## src/assc_pkg.sv

```systemverilog
// assc_pkg: types and constants for the axis speed / position switch sequencer.
// assumes one 10 MHz clock domain; all speeds are position units per clock cycle.
package assc_pkg;

  localparam int SPD_W = 16;
  localparam int POS_W = 32;
  localparam int CLK_PERIOD_NS = 100;

  localparam logic [POS_W-1:0] FEED_POS_RST = 32'h0000_0000;
  localparam logic [POS_W-1:0] DEV_RST = 32'h0000_0000;
  localparam logic [SPD_W-1:0] SPEED_RST = 16'h0000;
  localparam logic [SPD_W-1:0] TORQUE_RST = 16'h0000;
  localparam logic [SPD_W-1:0] STEP_RST = 16'h0001;
  localparam logic [SPD_W-1:0] MIN_CREEP = 16'h0001;

  typedef enum logic [2:0] {
    ST_IDLE = 3'b000,
    ST_SPEED = 3'b001,
    ST_POS = 3'b010,
    ST_DECEL = 3'b011,
    ST_HOLD = 3'b100
  } assc_state_t;

  typedef enum logic [1:0] {
    MD_LOOP = 2'b00,
    MD_FREE = 2'b01,
    MD_SWITCH = 2'b10
  } assc_mode_t;

  // one-cycle instruction strobes from the command program
  typedef struct packed {
    logic loop_speed_fwd;
    logic loop_speed_rev;
    logic loopfree_speed_fwd;
    logic loopfree_speed_rev;
    logic switch_mode_fwd;
    logic switch_mode_rev;
    logic switch_mode_restart;
  } assc_instr_t;

  // operands carried by the servo instruction
  typedef struct packed {
    logic [SPD_W-1:0] speed;
    logic [POS_W-1:0] travel;
    logic dwell_set;
    logic ramp_override;
    logic [SPD_W-1:0] acc_step;
    logic [SPD_W-1:0] dec_step;
    logic [SPD_W-1:0] rapid_step;
    logic torque_indirect;
    logic [SPD_W-1:0] torque;
  } assc_prog_t;

  // selected parameter block
  typedef struct packed {
    logic [SPD_W-1:0] acc_step;
    logic [SPD_W-1:0] dec_step;
    logic [SPD_W-1:0] rapid_step;
    logic [SPD_W-1:0] torque;
  } assc_pblock_t;

endpackage : assc_pkg

```

## src/assc_axis_ctrl.sv

```systemverilog
// assc_axis_ctrl: per-axis speed, loop-free speed and speed/position switch sequencer.
// assumes instruction strobes and control bits come from logic on core_clk_in;
// the external switching input is asynchronous and is synchronised here.
`timescale 1ns/100ps
`default_nettype none

//
// Notes on behaviour
// - loop-free speed: run at commanded speed until stop; forward or reverse start
// - loop-free speed runs with the position loop open
// - loop-free speed holds feed position and deviation at zero
// - indirect torque limit follows its source live during loop-free motion
// - loop-free speed uses the same stop commands and handling as loop speed
// - stop rise decelerates with decel step; rapid stop rise uses rapid step
// - feed position is not zeroed by reset or servo power-on in absolute systems
// - a start carrying a dwell time is refused
// - scope probe of loop-free speed command stays zero
// - switch mode: speed control, then on switching input move the travel value
// - switch forward moves toward higher addresses, reverse toward lower
// - switching input only counts while switch enable bit is set
// - enable set after input already active: no switch, speed control continues
// - switch mode has forward start, reverse start and restart after a stop
// - switch needs start accept, speed phase of switch start, and enable set
// - enable and input both active at start: position only, no speed flag
module assc_axis_ctrl
  import assc_pkg::*;
(
  input wire logic core_clk_in,
  input wire logic nrst_in,
  input wire assc_instr_t instr_in,
  input wire assc_prog_t prog_in,
  input wire assc_pblock_t pblock_in,
  input wire logic axis_stop_cmd_in,
  input wire logic axis_rapid_stop_cmd_in,
  input wire logic switch_enable_bit_in,
  input wire logic switch_change_in,
  input wire logic abs_sys_in,
  input wire logic [POS_W-1:0] abs_pos_in,
  input wire logic [SPD_W-1:0] fb_step_in,
  output logic [SPD_W-1:0] cmd_speed_out,
  output logic cmd_fwd_out,
  output logic pos_loop_en_out,
  output logic [POS_W-1:0] feed_pos_out,
  output logic [POS_W-1:0] deviation_out,
  output logic [SPD_W-1:0] torque_limit_out,
  output logic start_accept_flag_out,
  output logic speed_controlling_flag_out,
  output logic dwell_reject_out,
  output logic [SPD_W:0] scope_probe_out
);

  assc_state_t state_q, state_d;
  assc_mode_t mode_q, mode_d;
  logic dir_q, dir_d;
  logic [SPD_W-1:0] speed_q, speed_d;
  logic [SPD_W-1:0] tgt_q, tgt_d;
  logic [SPD_W-1:0] acc_q, acc_d;
  logic [SPD_W-1:0] dec_q, dec_d;
  logic [SPD_W-1:0] rapid_q, rapid_d;
  logic [POS_W-1:0] rem_q, rem_d;
  logic [POS_W-1:0] feed_q, feed_d;
  logic [POS_W-1:0] dev_q, dev_d;
  logic [SPD_W-1:0] torque_q, torque_d;
  logic torque_ind_q, torque_ind_d;
  logic accept_q, accept_d;
  logic spdctl_q, spdctl_d;
  logic dwell_rej_q, dwell_rej_d;
  logic [SPD_W:0] probe_q, probe_d;
  logic loop_en_q, loop_en_d;
  logic init_q, init_d;
  logic switched_q, switched_d;
  logic stop_prev_q, rstop_prev_q;
  logic chg_s1_q, chg_s2_q, chg_s3_q, chg_lvl_q, chg_lvl_d;

  logic stop_rise, rstop_rise, chg_rise, moving, any_start, new_start, brake;
  logic [SPD_W:0] sum_spd;
  logic [SPD_W:0] vel;
  logic [2*SPD_W-1:0] speed_sq;
  logic [POS_W+SPD_W:0] brake_dist;
  logic [SPD_W-1:0] acc_src, dec_src, rapid_src, step;

  assign acc_src = prog_in.ramp_override ? prog_in.acc_step : pblock_in.acc_step;
  assign dec_src = prog_in.ramp_override ? prog_in.dec_step : pblock_in.dec_step;
  assign rapid_src = prog_in.ramp_override ? prog_in.rapid_step : pblock_in.rapid_step;

  always_comb
  begin
    stop_rise = axis_stop_cmd_in & ~stop_prev_q;
    rstop_rise = axis_rapid_stop_cmd_in & ~rstop_prev_q;
    // a change counts once the last two stages agree; edges only count with enable set
    chg_lvl_d = (chg_s2_q == chg_s3_q) ? chg_s3_q : chg_lvl_q;
    chg_rise = chg_lvl_d & ~chg_lvl_q & switch_enable_bit_in;
    moving = (state_q == ST_SPEED) || (state_q == ST_POS) || (state_q == ST_DECEL);
    any_start = instr_in.loop_speed_fwd | instr_in.loop_speed_rev
              | instr_in.loopfree_speed_fwd | instr_in.loopfree_speed_rev
              | instr_in.switch_mode_fwd | instr_in.switch_mode_rev;
    new_start = any_start && ((state_q == ST_IDLE) || (state_q == ST_HOLD));
    vel = dir_q ? {1'b0, speed_q} : {(SPD_W+1){1'b0}} - {1'b0, speed_q};
    // the last move of a position phase covers only what is left, so travel lands exactly
    step = (state_q == ST_POS && {{(POS_W-SPD_W){1'b0}}, speed_q} >= rem_q)
         ? rem_q[SPD_W-1:0] : speed_q;
    speed_sq = speed_q * speed_q;
    brake_dist = {rem_q, 1'b0} * dec_q;
    brake = {{(POS_W-SPD_W+1){1'b0}}, speed_sq} >= brake_dist;
    sum_spd = {1'b0, speed_q} + {1'b0, acc_q};
  end

  always_comb
  begin
    state_d = state_q;
    mode_d = mode_q;
    dir_d = dir_q;
    speed_d = speed_q;
    tgt_d = tgt_q;
    acc_d = acc_q;
    dec_d = dec_q;
    rapid_d = rapid_q;
    rem_d = rem_q;
    feed_d = feed_q;
    dev_d = dev_q;
    torque_d = torque_q;
    torque_ind_d = torque_ind_q;
    accept_d = accept_q;
    spdctl_d = spdctl_q;
    dwell_rej_d = dwell_rej_q;
    loop_en_d = loop_en_q;
    init_d = 1'b0;
    switched_d = switched_q;
    // feed position comes back from the absolute encoder after reset in absolute systems, otherwise it reloads zero
    if (init_q)
    begin
      feed_d = abs_sys_in ? abs_pos_in : FEED_POS_RST;
    end
    if (new_start)
    begin
      if (prog_in.dwell_set)
      begin
        dwell_rej_d = 1'b1;
      end
      else
      begin
        dwell_rej_d = 1'b0;
        dir_d = instr_in.loop_speed_fwd | instr_in.loopfree_speed_fwd
              | instr_in.switch_mode_fwd;
        mode_d = (instr_in.loopfree_speed_fwd | instr_in.loopfree_speed_rev) ? MD_FREE :
                 (instr_in.switch_mode_fwd | instr_in.switch_mode_rev) ? MD_SWITCH : MD_LOOP;
        tgt_d = prog_in.speed;
        acc_d = acc_src;
        dec_d = dec_src;
        rapid_d = rapid_src;
        torque_d = prog_in.torque_indirect ? prog_in.torque : pblock_in.torque;
        torque_ind_d = prog_in.torque_indirect;
        accept_d = 1'b1;
        switched_d = 1'b0;
        rem_d = prog_in.travel;
        loop_en_d = !(instr_in.loopfree_speed_fwd | instr_in.loopfree_speed_rev);
        if (instr_in.loopfree_speed_fwd | instr_in.loopfree_speed_rev)
        begin
          feed_d = FEED_POS_RST;
          dev_d = DEV_RST;
        end
        if ((instr_in.switch_mode_fwd | instr_in.switch_mode_rev)
            && switch_enable_bit_in && chg_lvl_q)
        begin
          state_d = ST_POS;
          spdctl_d = 1'b0;
          switched_d = 1'b1;
        end
        else
        begin
          state_d = ST_SPEED;
          spdctl_d = 1'b1;
        end
      end
    end
    else
    begin
      case (state_q)
        ST_IDLE:
        begin
          speed_d = SPEED_RST;
        end
        ST_HOLD:
        begin
          if (instr_in.switch_mode_restart)
          begin
            state_d = switched_q ? ST_POS : ST_SPEED;
            spdctl_d = !switched_q;
            accept_d = 1'b1;
          end
        end
        ST_SPEED, ST_POS:
        begin
          // both stop kinds apply identically in every mode; rapid wins if both rise
          if (rstop_rise)
          begin
            state_d = ST_DECEL;
            dec_d = rapid_q;
          end
          else if (stop_rise)
          begin
            state_d = ST_DECEL;
            dec_d = dec_src;
          end
          else if (state_q == ST_SPEED)
          begin
            speed_d = (sum_spd > {1'b0, tgt_q}) ? tgt_q : sum_spd[SPD_W-1:0];
            if (speed_q > tgt_q)
            begin
              speed_d = (speed_q - tgt_q > dec_q) ? speed_q - dec_q : tgt_q;
            end
            if ((mode_q == MD_SWITCH) && chg_rise && accept_q && spdctl_q)
            begin
              state_d = ST_POS;
              spdctl_d = 1'b0;
              switched_d = 1'b1;
            end
          end
          else if ({{(POS_W-SPD_W){1'b0}}, speed_q} >= rem_q && speed_q != SPEED_RST)
          begin
            speed_d = SPEED_RST;
            rem_d = FEED_POS_RST;
            state_d = ST_IDLE;
            accept_d = 1'b0;
          end
          else
          begin
            rem_d = rem_q - {{(POS_W-SPD_W){1'b0}}, speed_q};
            if (brake)
            begin
              speed_d = (speed_q > dec_q + MIN_CREEP) ? speed_q - dec_q : MIN_CREEP;
            end
            else
            begin
              speed_d = (sum_spd > {1'b0, tgt_q}) ? tgt_q : sum_spd[SPD_W-1:0];
            end
            if (speed_q == SPEED_RST && speed_d == SPEED_RST)
            begin
              speed_d = MIN_CREEP;
            end
          end
        end
        ST_DECEL:
        begin
          speed_d = (speed_q > dec_q) ? speed_q - dec_q : SPEED_RST;
          if (speed_q <= dec_q)
          begin
            state_d = (mode_q == MD_SWITCH) ? ST_HOLD : ST_IDLE;
            accept_d = 1'b0;
            spdctl_d = 1'b0;
          end
        end
        default:
        begin
          state_d = ST_IDLE;
        end
      endcase
      // pulses counted in the position loop modes only
      if (moving && mode_q != MD_FREE)
      begin
        feed_d = dir_q ? feed_q + {{(POS_W-SPD_W){1'b0}}, step}
                       : feed_q - {{(POS_W-SPD_W){1'b0}}, step};
        dev_d = dev_q + {{(POS_W-SPD_W){vel[SPD_W]}}, vel[SPD_W-1:0]}
              - {{(POS_W-SPD_W){fb_step_in[SPD_W-1]}}, fb_step_in};
      end
      if (moving && mode_q == MD_FREE && torque_ind_q)
      begin
        torque_d = prog_in.torque;
      end
    end
    // the scope never sees the loop-free speed command
    probe_d = (moving && mode_q == MD_FREE) ? '0 : vel;
  end

  always_ff @(posedge core_clk_in or negedge nrst_in)
  begin
    if (!nrst_in)
    begin
      state_q <= ST_IDLE;
      mode_q <= MD_LOOP;
      dir_q <= 1'b1;
      speed_q <= SPEED_RST;
      tgt_q <= SPEED_RST;
      acc_q <= STEP_RST;
      dec_q <= STEP_RST;
      rapid_q <= STEP_RST;
      rem_q <= FEED_POS_RST;
      feed_q <= FEED_POS_RST;
      dev_q <= DEV_RST;
      torque_q <= TORQUE_RST;
      torque_ind_q <= 1'b0;
      accept_q <= 1'b0;
      spdctl_q <= 1'b0;
      dwell_rej_q <= 1'b0;
      probe_q <= '0;
      loop_en_q <= 1'b1;
      init_q <= 1'b1;
      switched_q <= 1'b0;
      stop_prev_q <= 1'b0;
      rstop_prev_q <= 1'b0;
      chg_s1_q <= 1'b0;
      chg_s2_q <= 1'b0;
      chg_s3_q <= 1'b0;
      chg_lvl_q <= 1'b0;
    end
    else
    begin
      state_q <= state_d;
      mode_q <= mode_d;
      dir_q <= dir_d;
      speed_q <= speed_d;
      tgt_q <= tgt_d;
      acc_q <= acc_d;
      dec_q <= dec_d;
      rapid_q <= rapid_d;
      rem_q <= rem_d;
      feed_q <= feed_d;
      dev_q <= dev_d;
      torque_q <= torque_d;
      torque_ind_q <= torque_ind_d;
      accept_q <= accept_d;
      spdctl_q <= spdctl_d;
      dwell_rej_q <= dwell_rej_d;
      probe_q <= probe_d;
      loop_en_q <= loop_en_d;
      init_q <= init_d;
      switched_q <= switched_d;
      stop_prev_q <= axis_stop_cmd_in;
      rstop_prev_q <= axis_rapid_stop_cmd_in;
      chg_s1_q <= switch_change_in;
      chg_s2_q <= chg_s1_q;
      chg_s3_q <= chg_s2_q;
      chg_lvl_q <= chg_lvl_d;
    end
  end

  assign cmd_speed_out = speed_q;
  assign cmd_fwd_out = dir_q;
  assign pos_loop_en_out = loop_en_q;
  assign feed_pos_out = feed_q;
  assign deviation_out = dev_q;
  assign torque_limit_out = torque_q;
  assign start_accept_flag_out = accept_q;
  assign speed_controlling_flag_out = spdctl_q;
  assign dwell_reject_out = dwell_rej_q;
  assign scope_probe_out = probe_q;
endmodule : assc_axis_ctrl

`default_nettype wire

```

## config.mk

```make
export PLATFORM = sky130hd
export DESIGN_NAME = assc_axis_ctrl
export DESIGN_NICKNAME = d
export VERILOG_FILES = /design/src/assc_pkg.sv /design/src/assc_axis_ctrl.sv
export SDC_FILE = /design/constraint.sdc
export NUM_CORES = 2
export LEC_CHECK = 0
export ABC_AREA = 1
export BUFFER_PORTS_ARGS = -buffer_cell sky130_fd_sc_hd__buf_2
export CAP_MARGIN = 10
export CORE_ASPECT_RATIO = 0.5
export CORE_MARGIN = 5
export CORE_UTILIZATION = 58
export CTS_BUF_LIST = sky130_fd_sc_hd__clkbuf_4 sky130_fd_sc_hd__clkbuf_8 sky130_fd_sc_hd__clkbuf_16
export DETAILED_ROUTE_END_ITERATION = 12
export PLACE_DENSITY = 0.85
export SLEW_MARGIN = 5
export SYNTH_ARGS = -nofsm -noshare
export SYNTH_HDL_FRONTEND = slang
export SYNTH_SLANG_ARGS = --single-unit
```

## constraint.sdc

```tcl
create_clock -name core_clk_in -period 8 [get_ports core_clk_in]
set_input_delay 0.8 -clock core_clk_in [delete_from_list [all_inputs] [get_ports core_clk_in]]
set_output_delay 0.8 -clock core_clk_in [all_outputs]
set_load 0.01 [all_outputs]
```

==> results.yml <==
critical_path:
  r2r_start: "cmd_speed_out[8]$_DFFE_PN0P_"
  path_max_fanout: 10
  crit_top_cell: "nand2_1"
  reg2reg_slack_ns: 0.01
  cpPeakStageDelay_ns: 0.59
  worstSetupEndpointType: "flop"
  worst_setup_path_start_kind: "flop"
  cp_slowest_cell: "fa_1"
  path_class: "flop to flop"
  crit_required_ns: 8.47
  arrival_ns: 8.46
  crit_start: "cmd_speed_out[8]$_DFFE_PN0P_"
sta:
  hold_ws_ns: 0.167
  period_share_pct: 99.8
  finalSetupViolCount: 0
  finalHoldViolations: 0
  max_freq_ghz: 0.125
  rsz0062_at_grt: "true"
  slew_headroom_pct: 29.6
  drv_slew: 0
  tightest_slew_ns: 1.05
  fin_crit_ns: 7.99
  clock_skew_ns: 0.0154
run:
  cap_violations: 0
synthesis:
  synth.net_count: 7690
  synth-edff-count: 0
  seq_area_frac_synth_pct: 12.4
  postSynthCellCount: 6401
  yosys_warnings: 0
  synth_area_per_cell_um2: 7.21
  synth_ff_type: "dfrtp_1"
  synthArstFlopShare_pct: 100
  synth_cell_types: 63
  syn_area_um2: 46100
  synth_largest_area_cell: "fa_1"
  yosys-top-cells-count: "nand2_1 (1,621), inv_1 (1,437), fa_1 (618)"
  synth_largest_type_area_fraction_pct: 26.8
  synth_area_leaders: "fa_1 (27%), nand2_1 (13%), dfrtp_1 (12%), inv_1 (12%), ha_1 (12%)"
  yosysMostFrequentCell: "nand2_1"
  ys_seq_elements: 228
floorplanning:
  dieArea_um2: 85600
  die_h_um: 209
  rows: 73
  start_util_pct: 58.3
  core_area_um2: 79200
  io_pins: 359
  die_w_um: 409
route:
  wire_per_inst_um: 18.4
  first_iter_violations: 4384
  ant_nets: 0
  dr.pass1.iters: 7
  vias: 43600
  wirelength_mm: 145
  routed_via_density: 5.54
  drc: 0
clock_tree:
  cts_sinks: 228
  cts_hold_buf: 0
  h-tree-depth: 1
  cts_tree: "built"
  clk_pin_slew_ns: 0.07
  cts_buffers: 26
  cts_root_buffer: "clkbuf_16"
  insertion_delay_ns: 0.60
  clk_path_buf_depth: 3
final_layout:
  areaGrowthSynthToFinish_pct: 12.6
  nets: 8086
  drive_gt1_share_pct: 12.1
  nFillCells: 6503
  postLayoutCoreUtil_pct: 65.6
global_routing:
  grt_antenna_before_repair: 5
  grt_overflow: 0
  gr-usage-all-layers_pct: 33.3
  grt_max_degree: 144
  grt_pass1_wl_mm: 231
  first_global_vias: 43500
min_path:
  min_path_type: "primary input to async pin"
placed_design:
  dp_hpwl_mm: 118
  numPortBuffers: 358
  gp_congestion: 0.996
status:
  status: "completed"
[flip-flops by register name, indices dropped and copies added, names as in the netlist, 2 cells and up]
signal,flops
rem_q,32
state_q,3
rapid_q,16
torque_limit_out,16
scope_probe_out,17
cmd_speed_out,16
tgt_q,16
mode_q,2
deviation_out,32
dec_q,16
acc_q,16
feed_pos_out,32
[worst paths after layout]
| path | endpoint | cells past startpoint |
|---|---|---|
| setup / recovery | cmd_speed_out[0]$_DFFE_PN0P_ | 48 |
| max in group asynchronous | deviation_out[29]$_DFFE_PN0P_ | 2 |
| hold / removal | feed_pos_out[10]$_DFF_PN0_ | 1 |
| min in group core_clk_in | chg_s1_q$_DFF_PN0_ | 1 |
| hold reg to reg | chg_s2_q$_DFF_PN0_ | 0 |
| setup reg to reg | cmd_speed_out[0]$_DFFE_PN0P_ | 48 |
[metrics by stage]
stage	instances	instance area (um^2)	setup slack [ns]	setup TNS (ns)
4_1_cts	7855	51600	0.0189	0
3_3_place_gp	7806	50600	0.0150	0
5_1_grt	7868	51900	-0.378	-2.75
3_5_place_dp	7806	50600	-0.147	-0.507
2_1_floorplan	6401	46200	0.0241	0
6_report	7871	51900	0.0148	0
[final cells by class]
class / count / area [um^2] / area share, %
multi-input combinational: 4467 / 34200 / 65.9
sequential: 228 / 5720 / 11.0
inverter: 1445 / 5420 / 10.4
timing repair buffer: 629 / 4240 / 8.16
tap: 1050 / 1310 / 2.53
clock buffer: 35 / 762 / 1.47
clock inverter: 13 / 221 / 0.426
antenna: 4 / 10.0 / 0.0193
[kinds of logic after synthesis]
group                    count (synthesis)  synth area share (%)
AO/OA/AOI/OAI                          924                  11.4
XOR/XNOR                               174                  3.30
adder cells (fa/ha/maj)               1048                  38.5
buffers and inverters                 1708                  14.0
flip-flops                             228                  12.4
other                                    1               0.00813
AND/OR/NAND/NOR                       2318                  20.5
[layout by cell type (no fill, tap or decap), drive strengths merged, types with 13 or more instances in the layout]
| cell type | count |
|---|---|
| buf | 629 |
| a21o | 13 |
| inv | 1440 |
| fa | 618 |
| nor2 | 338 |
| dfrtp | 222 |
| xor2 | 109 |
| xnor2 | 65 |
| o21ai | 344 |
| o21bai | 26 |
| nor3 | 49 |
| nand2 | 1630 |
| nand3 | 211 |
| o22ai | 18 |
| nand4 | 54 |
| ha | 430 |
| a31oi | 38 |
| clkbuf | 35 |
| a21boi | 13 |
| o31ai | 36 |
| a21oi | 366 |
| o211ai | 17 |
| nor4 | 16 |
[worst max-delay path: cells and delay by family, from the launching register on]
| kind | cells | cell delay (ns) |
|---|---|---|
| adder cells (fa/ha/maj) | 8 | 3.59 |
| flip-flops | 1 | 0.39 |
| XOR/XNOR | 1 | 0.15 |
| AO/OA/AOI/OAI | 10 | 1.35 |
| buffers and inverters | 6 | 0.48 |
| AND/OR/NAND/NOR | 23 | 1.83 |
[what timing repair did]
action / in CTS / in global routing
hold endpoints to repair: 0 / 0
setup buffers: 0 / 11
cloned: 1 / 1
resized for setup: 10 / 57
setup endpoints to repair: 10 / 16
pin swaps: 4 / 48
[metal layers]
metal / track usage, % / routed length [um]
met3: 8.39 / 16700
met2: 52.2 / 63200
met4: 11.0 / 5450
met1: 45.6 / 59600
met5: 0 / 20
Power is left out: the tool's default activity adds up to more than one toggle a clock period on the data nets, which glitch-free logic cannot reach.
